### config.mk
export PLATFORM = sky130hd
export DESIGN_NAME = cis_speed_select
export DESIGN_NICKNAME = d
export VERILOG_FILES = /design/src/design/cis_pkg.sv /design/src/design/cis_speed_select.sv
export SDC_FILE = /design/constraint.sdc
export NUM_CORES = 1
export LEC_CHECK = 0
export BUFFER_PORTS_ARGS = -buffer_cell sky130_fd_sc_hd__buf_2
export CORE_MARGIN = 2
export CORE_UTILIZATION = 30
export DETAILED_ROUTE_END_ITERATION = 10
export RECOVER_POWER = 25
export SLEW_MARGIN = 5
export SYNTH_ARGS = -nofsm -noshare
export SYNTH_HDL_FRONTEND = slang
export SYNTH_SLANG_ARGS = --single-unit
### constraint.sdc
create_clock -name i_clk -period 37.1 [get_ports i_clk]
set_input_delay 7.42 -clock i_clk [delete_from_list [all_inputs] [get_ports i_clk]]
set_output_delay 7.42 -clock i_clk [all_outputs]
set_load 0.05 [all_outputs]
### src/design/cis_pkg.sv
// Behaviour
// - accel time in ms, 0..10000, default 0, standstill to max speed.
// - decel time in ms, 0..10000, default 0, max speed to standstill.
// - internal speed reference follows ramp settings instead of stepping.
// - both ramp times zero: selected reference passes straight through.
// - both selects off: mode 3 zero, 4 analog, 5 pulse, 6 torque.
// - modes 3..6: B only preset one, both preset two, A only three.
// - preset selected: direction input 0 forward, 1 reverse.
// - contact inputs active low; high reads off, low reads on.
// - function unused: selects become forward/reverse torque limit enables.
// - function unused: direction input is its alternative control function.
// - function enabled only when all three inputs are allocated.
// - ramp only in contact selection with mode 5, never on pulse source.
// - after preset to pulse while running, ignore pulses until done.
// - select inputs take effect within 2 ms.
// - three presets 0..10000 rpm, defaults 100, 200, 300.
// - preset above motor maximum speed is limited to the maximum.
package cis_pkg;
   localparam logic [3:0] ADDR_ACCEL = 4'h0;
   localparam logic [3:0] ADDR_DECEL = 4'h1;
   localparam logic [3:0] ADDR_SPD1 = 4'h2;
   localparam logic [3:0] ADDR_SPD2 = 4'h3;
   localparam logic [3:0] ADDR_SPD3 = 4'h4;
   localparam logic [3:0] ADDR_CTRL = 4'h5;
   localparam logic [3:0] ADDR_MAXSPD = 4'h6;
   localparam logic [3:0] ADDR_STAT = 4'h7;
   localparam logic [3:0] ADDR_REF = 4'h8;
   localparam logic [15:0] RST_ACCEL = 16'h0000;
   localparam logic [15:0] RST_DECEL = 16'h0000;
   localparam logic [15:0] RST_SPD1 = 16'h0064;
   localparam logic [15:0] RST_SPD2 = 16'h00c8;
   localparam logic [15:0] RST_SPD3 = 16'h012c;
   localparam logic [15:0] RST_MAXSPD = 16'h0bb8;
   localparam logic [15:0] SET_LIMIT = 16'h2710;
   localparam logic [3:0] RST_MODE = 4'h0;
   // ctrl register fields
   localparam int CTRL_MODE_LSB = 0;
   localparam int CTRL_ALLOC_A = 4;
   localparam int CTRL_ALLOC_B = 5;
   localparam int CTRL_ALLOC_D = 6;
   localparam logic [3:0] MODE_ZERO = 4'h3;
   localparam logic [3:0] MODE_ANALOG = 4'h4;
   localparam logic [3:0] MODE_PULSE = 4'h5;
   localparam logic [3:0] MODE_TORQUE = 4'h6;
   localparam int CLK_HZ = 10000000;
   localparam int SAMPLE_MS = 1;
   localparam int SAMPLE_CYC = CLK_HZ / 1000 * SAMPLE_MS;
   localparam int CYC_PER_MS = CLK_HZ / 1000;
   typedef enum logic [1:0] {SRC_ZERO, SRC_PRESET, SRC_ANALOG, SRC_PULSE}
      cis_src_e;
   typedef struct packed {
      logic fwd_limit;
      logic rev_limit;
      logic alt_func;
   } cis_alt_s;
endpackage

### src/design/cis_speed_select.sv
`timescale 1ns/10ps
module cis_speed_select #(
   parameter int SAMPLE_CYCLES = cis_pkg::SAMPLE_CYC,
   parameter int MS_CYCLES = cis_pkg::CYC_PER_MS
) (
   input wire logic i_clk, // 10 MHz clock
   input wire logic i_resetn, // synchronous reset, low
   input wire logic [3:0] i_addr, // register address
   input wire logic [15:0] i_wdata, // write data
   input wire logic i_wr, // write strobe
   input wire logic i_rd, // read strobe
   output logic [15:0] o_rdata, // read data, cycle after i_rd
   input wire logic i_speed_select_a_n, // select A, low = on
   input wire logic i_speed_select_b_n, // select B, low = on
   input wire logic i_direction_select_n, // direction, low = reverse
   input wire logic i_ref_pulse, // pulse reference input
   input wire logic i_positioning_done_n, // positioning done, low = done
   output logic [15:0] o_speed_ref, // ramped speed magnitude, rpm
   output logic o_reverse, // 1 = reverse rotation
   output logic [1:0] o_source, // active reference source
   output logic o_ref_pulse, // accepted reference pulse
   output logic o_fwd_limit_en, // forward torque limit enable
   output logic o_rev_limit_en, // reverse torque limit enable
   output logic o_alt_func // direction input alternative function
);
   ////////////////////////////////////////////////////////////////////////
   logic [15:0] accel_r, decel_r, spd1_r, spd2_r, spd3_r, max_r;
   logic [6:0] ctrl_r;
   logic [15:0] rdata_r;
   logic [1:0] sel_r; // sampled selects, bit1 = A, bit0 = B
   logic [31:0] samp_cnt_r;
   logic [31:0] ms_cnt_r;
   logic [15:0] ref_r;
   logic rev_r;
   logic [1:0] src_r;
   logic hold_pulse_r;
   logic pulse_r;
   cis_pkg::cis_alt_s alt_r;
   ////////////////////////////////////////////////////////////////////////
   wire [3:0] mode = ctrl_r[cis_pkg::CTRL_MODE_LSB +: 4];
   wire allocated = ctrl_r[cis_pkg::CTRL_ALLOC_A] &
                    ctrl_r[cis_pkg::CTRL_ALLOC_B] &
                    ctrl_r[cis_pkg::CTRL_ALLOC_D];
   wire mode_ok = (mode >= cis_pkg::MODE_ZERO) &&
                  (mode <= cis_pkg::MODE_TORQUE);
   wire active = allocated && mode_ok;
   wire sel_a = ~i_speed_select_a_n;
   wire sel_b = ~i_speed_select_b_n;
   wire dir_on = ~i_direction_select_n;
   wire sample_now = (samp_cnt_r == 32'(SAMPLE_CYCLES - 1));
   wire preset_sel = (sel_r != 2'b00);
   wire [15:0] preset = (sel_r == 2'b01) ? spd1_r :
                        (sel_r == 2'b11) ? spd2_r : spd3_r;
   wire [15:0] target_raw = preset_sel ? preset : 16'h0000;
   wire [15:0] target = (target_raw > max_r) ? max_r :
                        target_raw;
   wire [1:0] src_nxt = !active ? 2'(cis_pkg::SRC_ANALOG) :
      preset_sel ? 2'(cis_pkg::SRC_PRESET) :
      (mode == cis_pkg::MODE_ZERO) ? 2'(cis_pkg::SRC_ZERO) :
      (mode == cis_pkg::MODE_PULSE) ? 2'(cis_pkg::SRC_PULSE) :
      2'(cis_pkg::SRC_ANALOG);
   // ramp only for the preset source with mode 5
   wire ramp_ok = active && (mode == cis_pkg::MODE_PULSE) &&
                  (src_nxt != 2'(cis_pkg::SRC_PULSE));
   wire no_ramp = !ramp_ok ||
      ((accel_r == 16'h0000) && (decel_r == 16'h0000));
   // step per ms tick = max / time_ms; one step per ms, time quantised to ms
   wire [15:0] up_step = (accel_r == 16'h0000) ? max_r :
      ((max_r / accel_r) == 16'h0000 ? 16'h0001 : max_r / accel_r);
   wire [15:0] dn_step = (decel_r == 16'h0000) ? max_r :
      ((max_r / decel_r) == 16'h0000 ? 16'h0001 : max_r / decel_r);
   wire ms_tick = (ms_cnt_r == 32'(MS_CYCLES - 1));
   wire [16:0] up_sum = {1'b0, ref_r} + {1'b0, up_step};
   wire [15:0] ref_up = (up_sum > {1'b0, target}) ? target : up_sum[15:0];
   wire [15:0] ref_dn = (ref_r < target + dn_step) ? target :
                        ref_r - dn_step;
   wire [15:0] ref_nxt = no_ramp ? target :
      !ms_tick ? ref_r :
      (ref_r < target) ? ref_up :
      (ref_r > target) ? ref_dn : ref_r;
   // leaving a preset while turning blocks pulses until done
   wire enter_pulse = (src_r == 2'(cis_pkg::SRC_PRESET)) &&
      (src_nxt == 2'(cis_pkg::SRC_PULSE)) && (ref_r != 16'h0000);
   wire done = ~i_positioning_done_n;
   wire hold_nxt = enter_pulse ? 1'b1 : (done ? 1'b0 : hold_pulse_r);
   wire [15:0] rd_mux =
      (i_addr == cis_pkg::ADDR_ACCEL) ? accel_r :
      (i_addr == cis_pkg::ADDR_DECEL) ? decel_r :
      (i_addr == cis_pkg::ADDR_SPD1) ? spd1_r :
      (i_addr == cis_pkg::ADDR_SPD2) ? spd2_r :
      (i_addr == cis_pkg::ADDR_SPD3) ? spd3_r :
      (i_addr == cis_pkg::ADDR_CTRL) ? {9'h000, ctrl_r} :
      (i_addr == cis_pkg::ADDR_MAXSPD) ? max_r :
      (i_addr == cis_pkg::ADDR_STAT) ?
         {10'h000, hold_pulse_r, rev_r, src_r, sel_r} :
      (i_addr == cis_pkg::ADDR_REF) ? ref_r : 16'h0000;
   wire [15:0] wclip = (i_wdata > cis_pkg::SET_LIMIT) ? cis_pkg::SET_LIMIT :
                       i_wdata;
   ////////////////////////////////////////////////////////////////////////
   always_ff @(posedge i_clk)
   begin
      if (!i_resetn)
      begin
         accel_r <= cis_pkg::RST_ACCEL;
         decel_r <= cis_pkg::RST_DECEL;
         spd1_r <= cis_pkg::RST_SPD1;
         spd2_r <= cis_pkg::RST_SPD2;
         spd3_r <= cis_pkg::RST_SPD3;
         max_r <= cis_pkg::RST_MAXSPD;
         ctrl_r <= {3'h0, cis_pkg::RST_MODE};
      end
      else if (i_wr)
      begin
         if (i_addr == cis_pkg::ADDR_ACCEL) accel_r <= wclip;
         if (i_addr == cis_pkg::ADDR_DECEL) decel_r <= wclip;
         if (i_addr == cis_pkg::ADDR_SPD1) spd1_r <= wclip;
         if (i_addr == cis_pkg::ADDR_SPD2) spd2_r <= wclip;
         if (i_addr == cis_pkg::ADDR_SPD3) spd3_r <= wclip;
         if (i_addr == cis_pkg::ADDR_CTRL) ctrl_r <= i_wdata[6:0];
         if (i_addr == cis_pkg::ADDR_MAXSPD) max_r <= wclip;
      end
   end

   always_ff @(posedge i_clk)
   begin
      if (!i_resetn)
      begin
         rdata_r <= 16'h0000;
         samp_cnt_r <= 32'h0000_0000;
         ms_cnt_r <= 32'h0000_0000;
         sel_r <= 2'b00;
         ref_r <= 16'h0000;
         rev_r <= 1'b0;
         src_r <= 2'(cis_pkg::SRC_ANALOG);
         hold_pulse_r <= 1'b0;
         pulse_r <= 1'b0;
         alt_r <= '0;
      end
      else
      begin
         rdata_r <= i_rd ? rd_mux : 16'h0000;
         samp_cnt_r <= sample_now ? 32'h0000_0000 : samp_cnt_r + 32'h1;
         ms_cnt_r <= ms_tick ? 32'h0000_0000 : ms_cnt_r + 32'h1;
         if (sample_now)
            sel_r <= active ? {sel_a, sel_b} : 2'b00;
         ref_r <= ref_nxt;
         if (active && preset_sel)
            rev_r <= dir_on;
         src_r <= src_nxt;
         hold_pulse_r <= hold_nxt;
         pulse_r <= i_ref_pulse && (src_nxt == 2'(cis_pkg::SRC_PULSE)) &&
                    !hold_nxt;
         alt_r.fwd_limit <= !active && sel_a;
         alt_r.rev_limit <= !active && sel_b;
         alt_r.alt_func <= !active && dir_on;
      end
   end
   ////////////////////////////////////////////////////////////////////////
   assign o_rdata = rdata_r;
   assign o_speed_ref = ref_r;
   assign o_reverse = rev_r;
   assign o_source = src_r;
   assign o_ref_pulse = pulse_r;
   assign o_fwd_limit_en = alt_r.fwd_limit;
   assign o_rev_limit_en = alt_r.rev_limit;
   assign o_alt_func = alt_r.alt_func;
   ////////////////////////////////////////////////////////////////////////
   passthru_a: assert property (@(posedge i_clk) disable iff (!i_resetn)
      no_ramp |=> ref_r == $past(target))
      else $error("speed reference not passed through");
   ramp_bound_a: assert property (@(posedge i_clk) disable iff (!i_resetn)
      (!no_ramp && !ms_tick) |=> $stable(ref_r))
      else $error("ramp moved between ticks");
   limit_max_a: assert property (@(posedge i_clk) disable iff (!i_resetn)
      ref_r <= max_r || $changed(max_r) || !$past(i_resetn))
      else $error("speed reference above maximum");
   pulse_hold_a: assert property (@(posedge i_clk) disable iff (!i_resetn)
      hold_pulse_r |-> !o_ref_pulse)
      else $error("pulse passed while held");
   zero_mode_a: assert property (@(posedge i_clk) disable iff (!i_resetn)
      (active && !preset_sel && mode == cis_pkg::MODE_ZERO)
      |=> src_r == 2'(cis_pkg::SRC_ZERO))
      else $error("mode 3 not zero source");
   dir_follow_a: assert property (@(posedge i_clk) disable iff (!i_resetn)
      (active && preset_sel) |=> rev_r == $past(dir_on))
      else $error("direction not followed");
   limit_reuse_a: assert property (@(posedge i_clk) disable iff (!i_resetn)
      active |=> !o_fwd_limit_en && !o_rev_limit_en)
      else $error("torque limit active during speed select");
   alloc_gate_a: assert property (@(posedge i_clk) disable iff (!i_resetn)
      !allocated |=> sel_r == 2'b00 || !$past(sample_now))
      else $error("selection used without allocation");
   ////////////////////////////////////////////////////////////////////////
   // preset decode, checked on the clamped target only where the preset is within max_r
   preset_one_a: assert property (@(posedge i_clk)
      disable iff (!i_resetn)
      (sel_r == 2'b01 && spd1_r <= max_r) |-> target == spd1_r)
      else $error("preset one not selected");
   preset_two_a: assert property (@(posedge i_clk)
      disable iff (!i_resetn)
      (sel_r == 2'b11 && spd2_r <= max_r) |-> target == spd2_r)
      else $error("preset two not selected");
   preset_three_a: assert property (@(posedge i_clk)
      disable iff (!i_resetn)
      (sel_r == 2'b10 && spd3_r <= max_r) |-> target == spd3_r)
      else $error("preset three not selected");
   idle_target_a: assert property (@(posedge i_clk)
      disable iff (!i_resetn)
      sel_r == 2'b00 |-> target == 16'h0000)
      else $error("target not zero with no preset");
   preset_src_a: assert property (@(posedge i_clk)
      disable iff (!i_resetn)
      (active && preset_sel) |=> src_r == 2'(cis_pkg::SRC_PRESET))
      else $error("preset source not shown");
   pulse_mode_a: assert property (@(posedge i_clk)
      disable iff (!i_resetn)
      (active && !preset_sel && mode == cis_pkg::MODE_PULSE)
      |=> src_r == 2'(cis_pkg::SRC_PULSE))
      else $error("mode 5 not pulse source");
   // torque reference arrives on the analog path, so it shares that code
   analog_mode_a: assert property (@(posedge i_clk)
      disable iff (!i_resetn)
      (active && !preset_sel && (mode == cis_pkg::MODE_ANALOG ||
      mode == cis_pkg::MODE_TORQUE)) |=> src_r == 2'(cis_pkg::SRC_ANALOG))
      else $error("mode 4 or 6 not analog source");
   zero_ref_a: assert property (@(posedge i_clk)
      disable iff (!i_resetn)
      (active && !preset_sel && mode == cis_pkg::MODE_ZERO)
      |=> ref_r == 16'h0000)
      else $error("mode 3 reference not zero");
   mode_gate_a: assert property (@(posedge i_clk)
      disable iff (!i_resetn)
      !mode_ok |=> src_r == 2'(cis_pkg::SRC_ANALOG))
      else $error("presets used outside modes 3 to 6");
   alloc_src_a: assert property (@(posedge i_clk)
      disable iff (!i_resetn)
      !allocated |=> src_r == 2'(cis_pkg::SRC_ANALOG))
      else $error("source changed without allocation");
   inactive_sel_a: assert property (@(posedge i_clk)
      disable iff (!i_resetn)
      (!active && sample_now) |=> sel_r == 2'b00)
      else $error("selects sampled while inactive");
   ////////////////////////////////////////////////////////////////////////
   // sampling: one fresh look per period bounds the select latency
   sample_take_a: assert property (@(posedge i_clk)
      disable iff (!i_resetn)
      (active && sample_now) |=>
      sel_r[1] == $past(sel_a) && sel_r[0] == $past(sel_b))
      else $error("selects not sampled");
   sample_hold_a: assert property (@(posedge i_clk)
      disable iff (!i_resetn)
      !sample_now |=> $stable(sel_r))
      else $error("selects moved between samples");
   sample_period_a: assert property (@(posedge i_clk)
      disable iff (!i_resetn)
      samp_cnt_r <= 32'(SAMPLE_CYCLES - 1))
      else $error("sample counter overran");
   dir_keep_a: assert property (@(posedge i_clk)
      disable iff (!i_resetn)
      !(active && preset_sel) |=> $stable(rev_r))
      else $error("direction moved without preset");
   ////////////////////////////////////////////////////////////////////////
   // input reuse while the function is off
   alt_fwd_a: assert property (@(posedge i_clk)
      disable iff (!i_resetn)
      !active |=> o_fwd_limit_en == $past(sel_a))
      else $error("forward limit not following input");
   alt_rev_a: assert property (@(posedge i_clk)
      disable iff (!i_resetn)
      !active |=> o_rev_limit_en == $past(sel_b))
      else $error("reverse limit not following input");
   alt_dir_a: assert property (@(posedge i_clk)
      disable iff (!i_resetn)
      !active |=> o_alt_func == $past(dir_on))
      else $error("alternative function not following input");
   alt_quiet_a: assert property (@(posedge i_clk)
      disable iff (!i_resetn)
      active |=> !o_alt_func)
      else $error("alternative function active during selection");
   ////////////////////////////////////////////////////////////////////////
   // ramp shape: monotonic toward the target, never past it
   ramp_up_a: assert property (@(posedge i_clk)
      disable iff (!i_resetn)
      (!no_ramp && ms_tick && ref_r < target) |=>
      ref_r > $past(ref_r) && ref_r <= $past(target))
      else $error("ramp up step wrong");
   ramp_dn_a: assert property (@(posedge i_clk)
      disable iff (!i_resetn)
      (!no_ramp && ms_tick && ref_r > target) |=>
      ref_r < $past(ref_r) && ref_r >= $past(target))
      else $error("ramp down step wrong");
   ms_period_a: assert property (@(posedge i_clk)
      disable iff (!i_resetn)
      ms_cnt_r <= 32'(MS_CYCLES - 1))
      else $error("ms counter overran");
   ramp_zero_a: assert property (@(posedge i_clk)
      disable iff (!i_resetn)
      (accel_r == 16'h0000 && decel_r == 16'h0000)
      |=> ref_r == $past(target))
      else $error("zero ramp times still ramped");
   ramp_pulse_a: assert property (@(posedge i_clk)
      disable iff (!i_resetn)
      src_nxt == 2'(cis_pkg::SRC_PULSE) |=> ref_r == $past(target))
      else $error("ramp applied on pulse source");
   target_cap_a: assert property (@(posedge i_clk)
      disable iff (!i_resetn)
      target <= max_r)
      else $error("target above maximum speed");
   ////////////////////////////////////////////////////////////////////////
   // settings stay inside their documented range
   accel_range_a: assert property (@(posedge i_clk)
      disable iff (!i_resetn)
      accel_r <= cis_pkg::SET_LIMIT)
      else $error("accel time out of range");
   decel_range_a: assert property (@(posedge i_clk)
      disable iff (!i_resetn)
      decel_r <= cis_pkg::SET_LIMIT)
      else $error("decel time out of range");
   spd_range_a: assert property (@(posedge i_clk)
      disable iff (!i_resetn)
      spd1_r <= cis_pkg::SET_LIMIT && spd2_r <= cis_pkg::SET_LIMIT &&
      spd3_r <= cis_pkg::SET_LIMIT)
      else $error("preset speed out of range");
   ////////////////////////////////////////////////////////////////////////
   // pulse handover
   hold_set_a: assert property (@(posedge i_clk)
      disable iff (!i_resetn)
      enter_pulse |=> hold_pulse_r)
      else $error("pulse hold not set");
   hold_clear_a: assert property (@(posedge i_clk)
      disable iff (!i_resetn)
      (!enter_pulse && done) |=> !hold_pulse_r)
      else $error("pulse hold not cleared by done");
   pulse_src_a: assert property (@(posedge i_clk)
      disable iff (!i_resetn)
      o_ref_pulse |-> src_r == 2'(cis_pkg::SRC_PULSE))
      else $error("pulse passed outside pulse source");
endmodule

# Word-level counts from Yosys, hierarchy flattened

Index checks and enable logic that the tools add are counted.

Input bits: 29
Latch bits: 0
Memory bits (writable): 0
Memories: 0
Logic and storage cells: 125
ROM bits: 0
Bits in registers: 209
Output and inout port bits: 39

Add/subtract/negate cells: 5
Div/mod/pow operators: 2
Shift operators: 0
Bitwise gates (word level): 6
Multipliers: 0
Equality and inequality tests: 17
Reductions and logical operators: 37
Mux-type cells: 31
Magnitude comparators: 8

Operators with widths:

| cell                  | count |
|---|---|
| $mux 16               | 24 |
| $add 32x1->32 const B | 2 |
| $eq 32x14->1 const B  | 2 |
| $logic_not 16->1      | 4 |
| $div 16x16->16        | 2 |
| $gt 16x16->1          | 2 |
| $lt 16x16->1          | 2 |
| $eq 4x3->1 const B    | 5 |
| $reduce_and 2->1      | 9 |
| $add 16x16->17        | 1 |
| $gt 17x16->1          | 1 |
| $add 16x16->16        | 1 |
| $gt 16x14->1 const B  | 1 |
| $reduce_bool 16->1    | 1 |
| $sub 16x16->16        | 1 |
| $logic_and 1x1->1     | 13 |
| $eq 4x2->1 const B    | 3 |
| $mux 2                | 4 |
| $eq 2x1->1 const B    | 2 |
| $eq 2x2->1 const B    | 2 |
| $eq 4x1->1 const B    | 1 |
| $eq 4x4->1 const B    | 1 |
| $ge 4x2->1 const B    | 1 |
| $le 4x3->1 const B    | 1 |
| 10 further kinds      | 20 |

# Logic depth before layout (Yosys ltp)

Depth after elaboration: 13
Gate-level depth with buffers: 160

# Worst setup path after synthesis

No wires, ideal clock.

Kind: register to register
Start point: register accel_r[6]
End point: register ref_r[10] (netlist: o_speed_ref[10])
Buffers on the path: 13
Clock period less this slack: 31.331 ns
Required time: 37.023 ns
Arrival: 31.254 ns
Path slack: 5.769 ns
Cell stages (with the launch flop): 144
Cells stage by stage: dfxtp_1 nor4_1 and4_1 clkbuf_1 a31oi_1 a31oi_1 ha_1 or3_1 and2_1 mux2_2 ha_1 o211ai_1 and2_1 or4_1 o21ai_0 ha_1 o21a_1 o22a_1 (+108 left out) nor2b_1 o21a_1 o21ai_0 a211oi_1 o21a_1 nor2_1 xnor2_1 ha_1 a21o_1 a2111oi_0 o21ai_0 o211a_1 a2111oi_0 clkbuf_1 and2_1 a22oi_1 a21boi_0 o22ai_1

Cells in the longest elaborated chain, start to end: 10
Elaborated cells between the ends (all ways): 16
Classes of those cells: add/sub (1); div (1); order compare (1); mux (6); reduce/logical (7)

RTL lines:

| what                     | line                    | text |
|---|---|---|
| start: declaration       | cis_speed_select.sv:27  | `logic [15:0] accel_r, decel_r, spd1_r, spd2_r, spd3_r, max_r;` |
| start signal: assignment | cis_speed_select.sv:104 | `accel_r <= cis_pkg::RST_ACCEL;` |
| start signal: assignment | cis_speed_select.sv:114 | `if (i_addr == cis_pkg::ADDR_ACCEL) accel_r <= wclip;` |
| $div 16x16->16           | cis_speed_select.sv:69  | `((max_r / accel_r) == 16'h0000 ? 16'h0001 : max_r / accel_r);` |
| $logic_not 16->1         | cis_speed_select.sv:69  |  |
| $mux 16                  | cis_speed_select.sv:69  |  |
| $mux 16                  | cis_speed_select.sv:68  | `wire [15:0] up_step = (accel_r == 16'h0000) ? max_r :` |
| $add 16x16->17           | cis_speed_select.sv:73  | `wire [16:0] up_sum = {1'b0, ref_r} + {1'b0, up_step};` |
| $gt 17x16->1             | cis_speed_select.sv:74  | `wire [15:0] ref_up = (up_sum > {1'b0, target}) ? target : up_sum[15:0];` |
| $mux 16                  | cis_speed_select.sv:74  |  |
| $mux 16                  | cis_speed_select.sv:79  | `(ref_r < target) ? ref_up :` |
| $mux 16                  | cis_speed_select.sv:78  | `!ms_tick ? ref_r :` |
| $mux 16                  | cis_speed_select.sv:77  | `wire [15:0] ref_nxt = no_ramp ? target :` |
| end signal: assignment   | cis_speed_select.sv:146 | `ref_r <= ref_nxt;` |
| end: declaration         | cis_speed_select.sv:33  | `logic [15:0] ref_r;` |

Parallel ways exist; a longest one is shown, timed or not. The select of a mux whose other input is x is not followed.
A chain may end at the register's enable or synchronous reset.

# Worst setup path after layout

Start point: register accel_r[12]
End point: register ref_r[12] (netlist: o_speed_ref[12])

The elaborated chain is that of the path after synthesis.

==> impl_metrics.json <==
{
  "synth_cell_types": 92,
  "violations": "max-capacitance violations, max-slew violations",
  "ant_nets": 0,
  "root_buffer": "clkbuf_16",
  "wl_per_cell_um": 20.7,
  "numCtsBuffers": 23,
  "portBuffers": 67,
  "min-delay-start": "ms_cnt_r[0]$_SDFF_PP0_",
  "timing.rr.start": "accel_r[12]$_SDFFE_PN0P_",
  "die_h_um": 303,
  "antenna_found_initial": 5,
  "min_path_type": "flop to flop",
  "areaGrowthSynthToFinish_pct": 11.9,
  "dieWidth_um": 303,
  "synthTopCellsByArea": "ha_1, dfxtp_1, nor2_1",
  "hold_viol_final": 0,
  "design_area_um2": 30100,
  "ys_ff_latch": 209,
  "nets": 4138,
  "fp.coreArea_um2": 88600,
  "place_area_um2": 29200,
  "synth_top_family_by_area": "compound AO/OA/AOI/OAI gates",
  "max_cap_violations": 1,
  "worst_pin_slew_ns": 2.62,
  "worstSetupEndpointType": "flop",
  "drt_iter0_drc": 2768,
  "htree_levels": 1,
  "period_needed_ns": 34.78,
  "initial_core_util": 0.303,
  "hpwl_mm": 79.6,
  "dr.pass1.iters": 7,
  "viasPerCell": 5.73,
  "crit_top_cell": "ha_1",
  "finalCritPeriodShare": 0.937,
  "synth-compound-area-share": 0.266,
  "crit_path_start_kind": "flop",
  "rows": 109,
  "grt_max_degree": 83,
  "critical-path-max-stage-delay_ns": 0.53,
  "synth.avg_cell_area_um2": 7.39,
  "overflow": 0,
  "synth_fa_ha_area_frac": 0.181,
  "cts_sinks": 209,
  "yosysWarnings": 0,
  "synth_xor_area_frac": 0.0723,
  "place_ws_ns": 0.141,
  "pin_count": 68,
  "setup_viol": 0,
  "drive_gt1_frac": 0.100,
  "synthCells": 3639,
  "setup_tns_ns": 0,
  "synth_ff_type": "dfxtp_1",
  "synth-simple-area-share": 0.229,
  "cts_tree": "done",
  "drcViolationCount": 0,
  "max_freq_mhz": 28.8,
  "fin_worst_skew_ns": 0.0131,
  "routabilityCongestion": 1.00,
  "grt_usage": 0.213,
  "clk_transition_reported_paths_ns": 0.07,
  "design.die.area_um2": 92000,
  "critPathLaunch": "accel_r[12]$_SDFFE_PN0P_",
  "clk_latency_ns": 0.56,
  "grt_pass1_wl_mm": 153,
  "relSlewSlack": -0.745,
  "synthMuxAreaShare": 0.0518,
  "crit_type": "flop to flop",
  "fin_ws_ns": 2.32,
  "hold_ws_ns": 0.450,
  "ctsHoldBuffers": 0,
  "drv_slew": 44,
  "yosysSeqAreaShare": 0.156,
  "yosysTopAreaCell": "ha_1",
  "synth_top_area_share": 0.179,
  "clock_path_buffers": 3,
  "synth_nets": 4056,
  "critical_path_required_ns": 37.55,
  "synthArstFlopShare": 0,
  "cp_max_fo": 20,
  "slowest_stage": "or4_1",
  "syn_area_um2": 26900,
  "routed_wl_mm": 102,
  "vias": 28100,
  "cp_data_arrival_time_ns": 35.23,
  "grt_pass1_vias": 26100,
  "synth_edf_count": 0,
  "status": "finished with violations"
}
## cell type report
| class | count | area (µm²) |
|---|---|---|
| antenna | 4 | 10.0 |
| clock buffer | 25 | 603 |
| clock inverter | 17 | 194 |
| fill | 9543 | 58600 |
| inverter | 160 | 606 |
| multi-input combinational | 3123 | 21700 |
| sequential | 209 | 4180 |
| tap | 1165 | 1460 |
| timing repair buffer | 204 | 1340 |
## sequential cells by signal, summed over array words and instances (netlist names)
register and count:
accel_r 16, o_alt_func 1, sel_r 2, o_rev_limit_en 1, o_rdata 16, ctrl_r 7, samp_cnt_r 32, spd2_r 16
o_fwd_limit_en 1, spd3_r 16, o_speed_ref 16, decel_r 16, max_r 16, hold_pulse_r 1, o_source 2, o_ref_pulse 1
ms_cnt_r 32, spd1_r 16, o_reverse 1
## cell usage after synthesis (10+ instances only)
cell	number
dfxtp_1	209
a31oi_1	43
a21boi_0	18
o211ai_1	55
buf_2	11
ha_1	385
and3_1	48
mux2_2	61
o22ai_1	18
nand2b_1	41
or3_1	43
a211oi_1	51
nand2_1	305
a21oi_1	299
o31ai_1	25
nand3_1	103
nor4_1	34
a221oi_1	17
o21a_1	81
a22oi_1	22
or2_2	32
clkbuf_1	127
xor2_1	99
a2111oi_0	13
a31o_2	14
o21ai_0	198
a21o_1	92
mux2i_1	69
xnor2_1	123
and4_1	11
o211a_1	11
nor2b_1	34
nand4_1	48
inv_1	158
o21bai_1	11
or4_1	10
nor2_1	416
nor3_1	105
and2_1	31
## kinds of logic (layout without fill, tap and decap cells)
kind of cell,after synthesis,count (layout)
other,0,4
adders and majority gates,388,388
xor gates and xnor gates,222,222
buffers and inverters,308,406
AOI/OAI and AO/OA,1087,1088
DFF,209,209
muxes,131,131
and+or+nand+nor,1294,1294
## critical path: cells and delay by family, from the launching register on
kind,cells,cell delay [ns]
compound gates,72,18.65
xor+xnor,1,0.26
fa+ha+maj,18,5.41
buf+inv,9,1.73
flops,1,0.36
mux,4,1.53
simple gates,34,6.56
## timing repair
action / in CTS / in global routing
gates cloned: 0 / 1
pin swaps: 0 / 1
setup buffers: 0 / 4
setup endpoints to repair: 1 / 16
gates resized for setup: 1 / 23
## final timing paths
check	cells past startpoint	endpoint	slack [ns]
worst min register to register	1	ms_cnt_r[0]$_SDFF_PP0_	0.45
worst min-delay path	1	ms_cnt_r[0]$_SDFF_PP0_	0.45
worst max register to register	138	o_speed_ref[12]$_SDFFE_PN0P_	2.32
worst max-delay path	138	o_speed_ref[12]$_SDFFE_PN0P_	2.32
## metrics by stage
step	cells	util
finish	4907	0.339
global route	4906	0.339
CTS	4898	0.338
detailed placement	4856	0.329
global placement	4856	0.329
floorplan	3639	-
## cells in the final DEF, fill, tap and decap left out, types with 61 or more instances in the layout
cell       n
nand3_1  103
ha_1     385
a21o_1    92
nor3_1   105
buf_4    134
xnor2_1  123
inv_1    157
a21oi_1  296
nor2_1   414
dfxtp_1  209
mux2_2    61
xor2_1    99
o21ai_0  197
nand2_1  305
mux2i_1   68
o21a_1    80
## routing by layer
metal  up-vias  GRT usage  routed length, µm
met5         -          0                 13
met4         2      0.110               5600
met3       246     0.0261               7280
met2      1141      0.338              44300
met1     13100      0.283              44500
li1      13600          -                  -
Power is not shown: default switching activity piles up to over one toggle a cycle in this logic, so the estimate is an artifact.
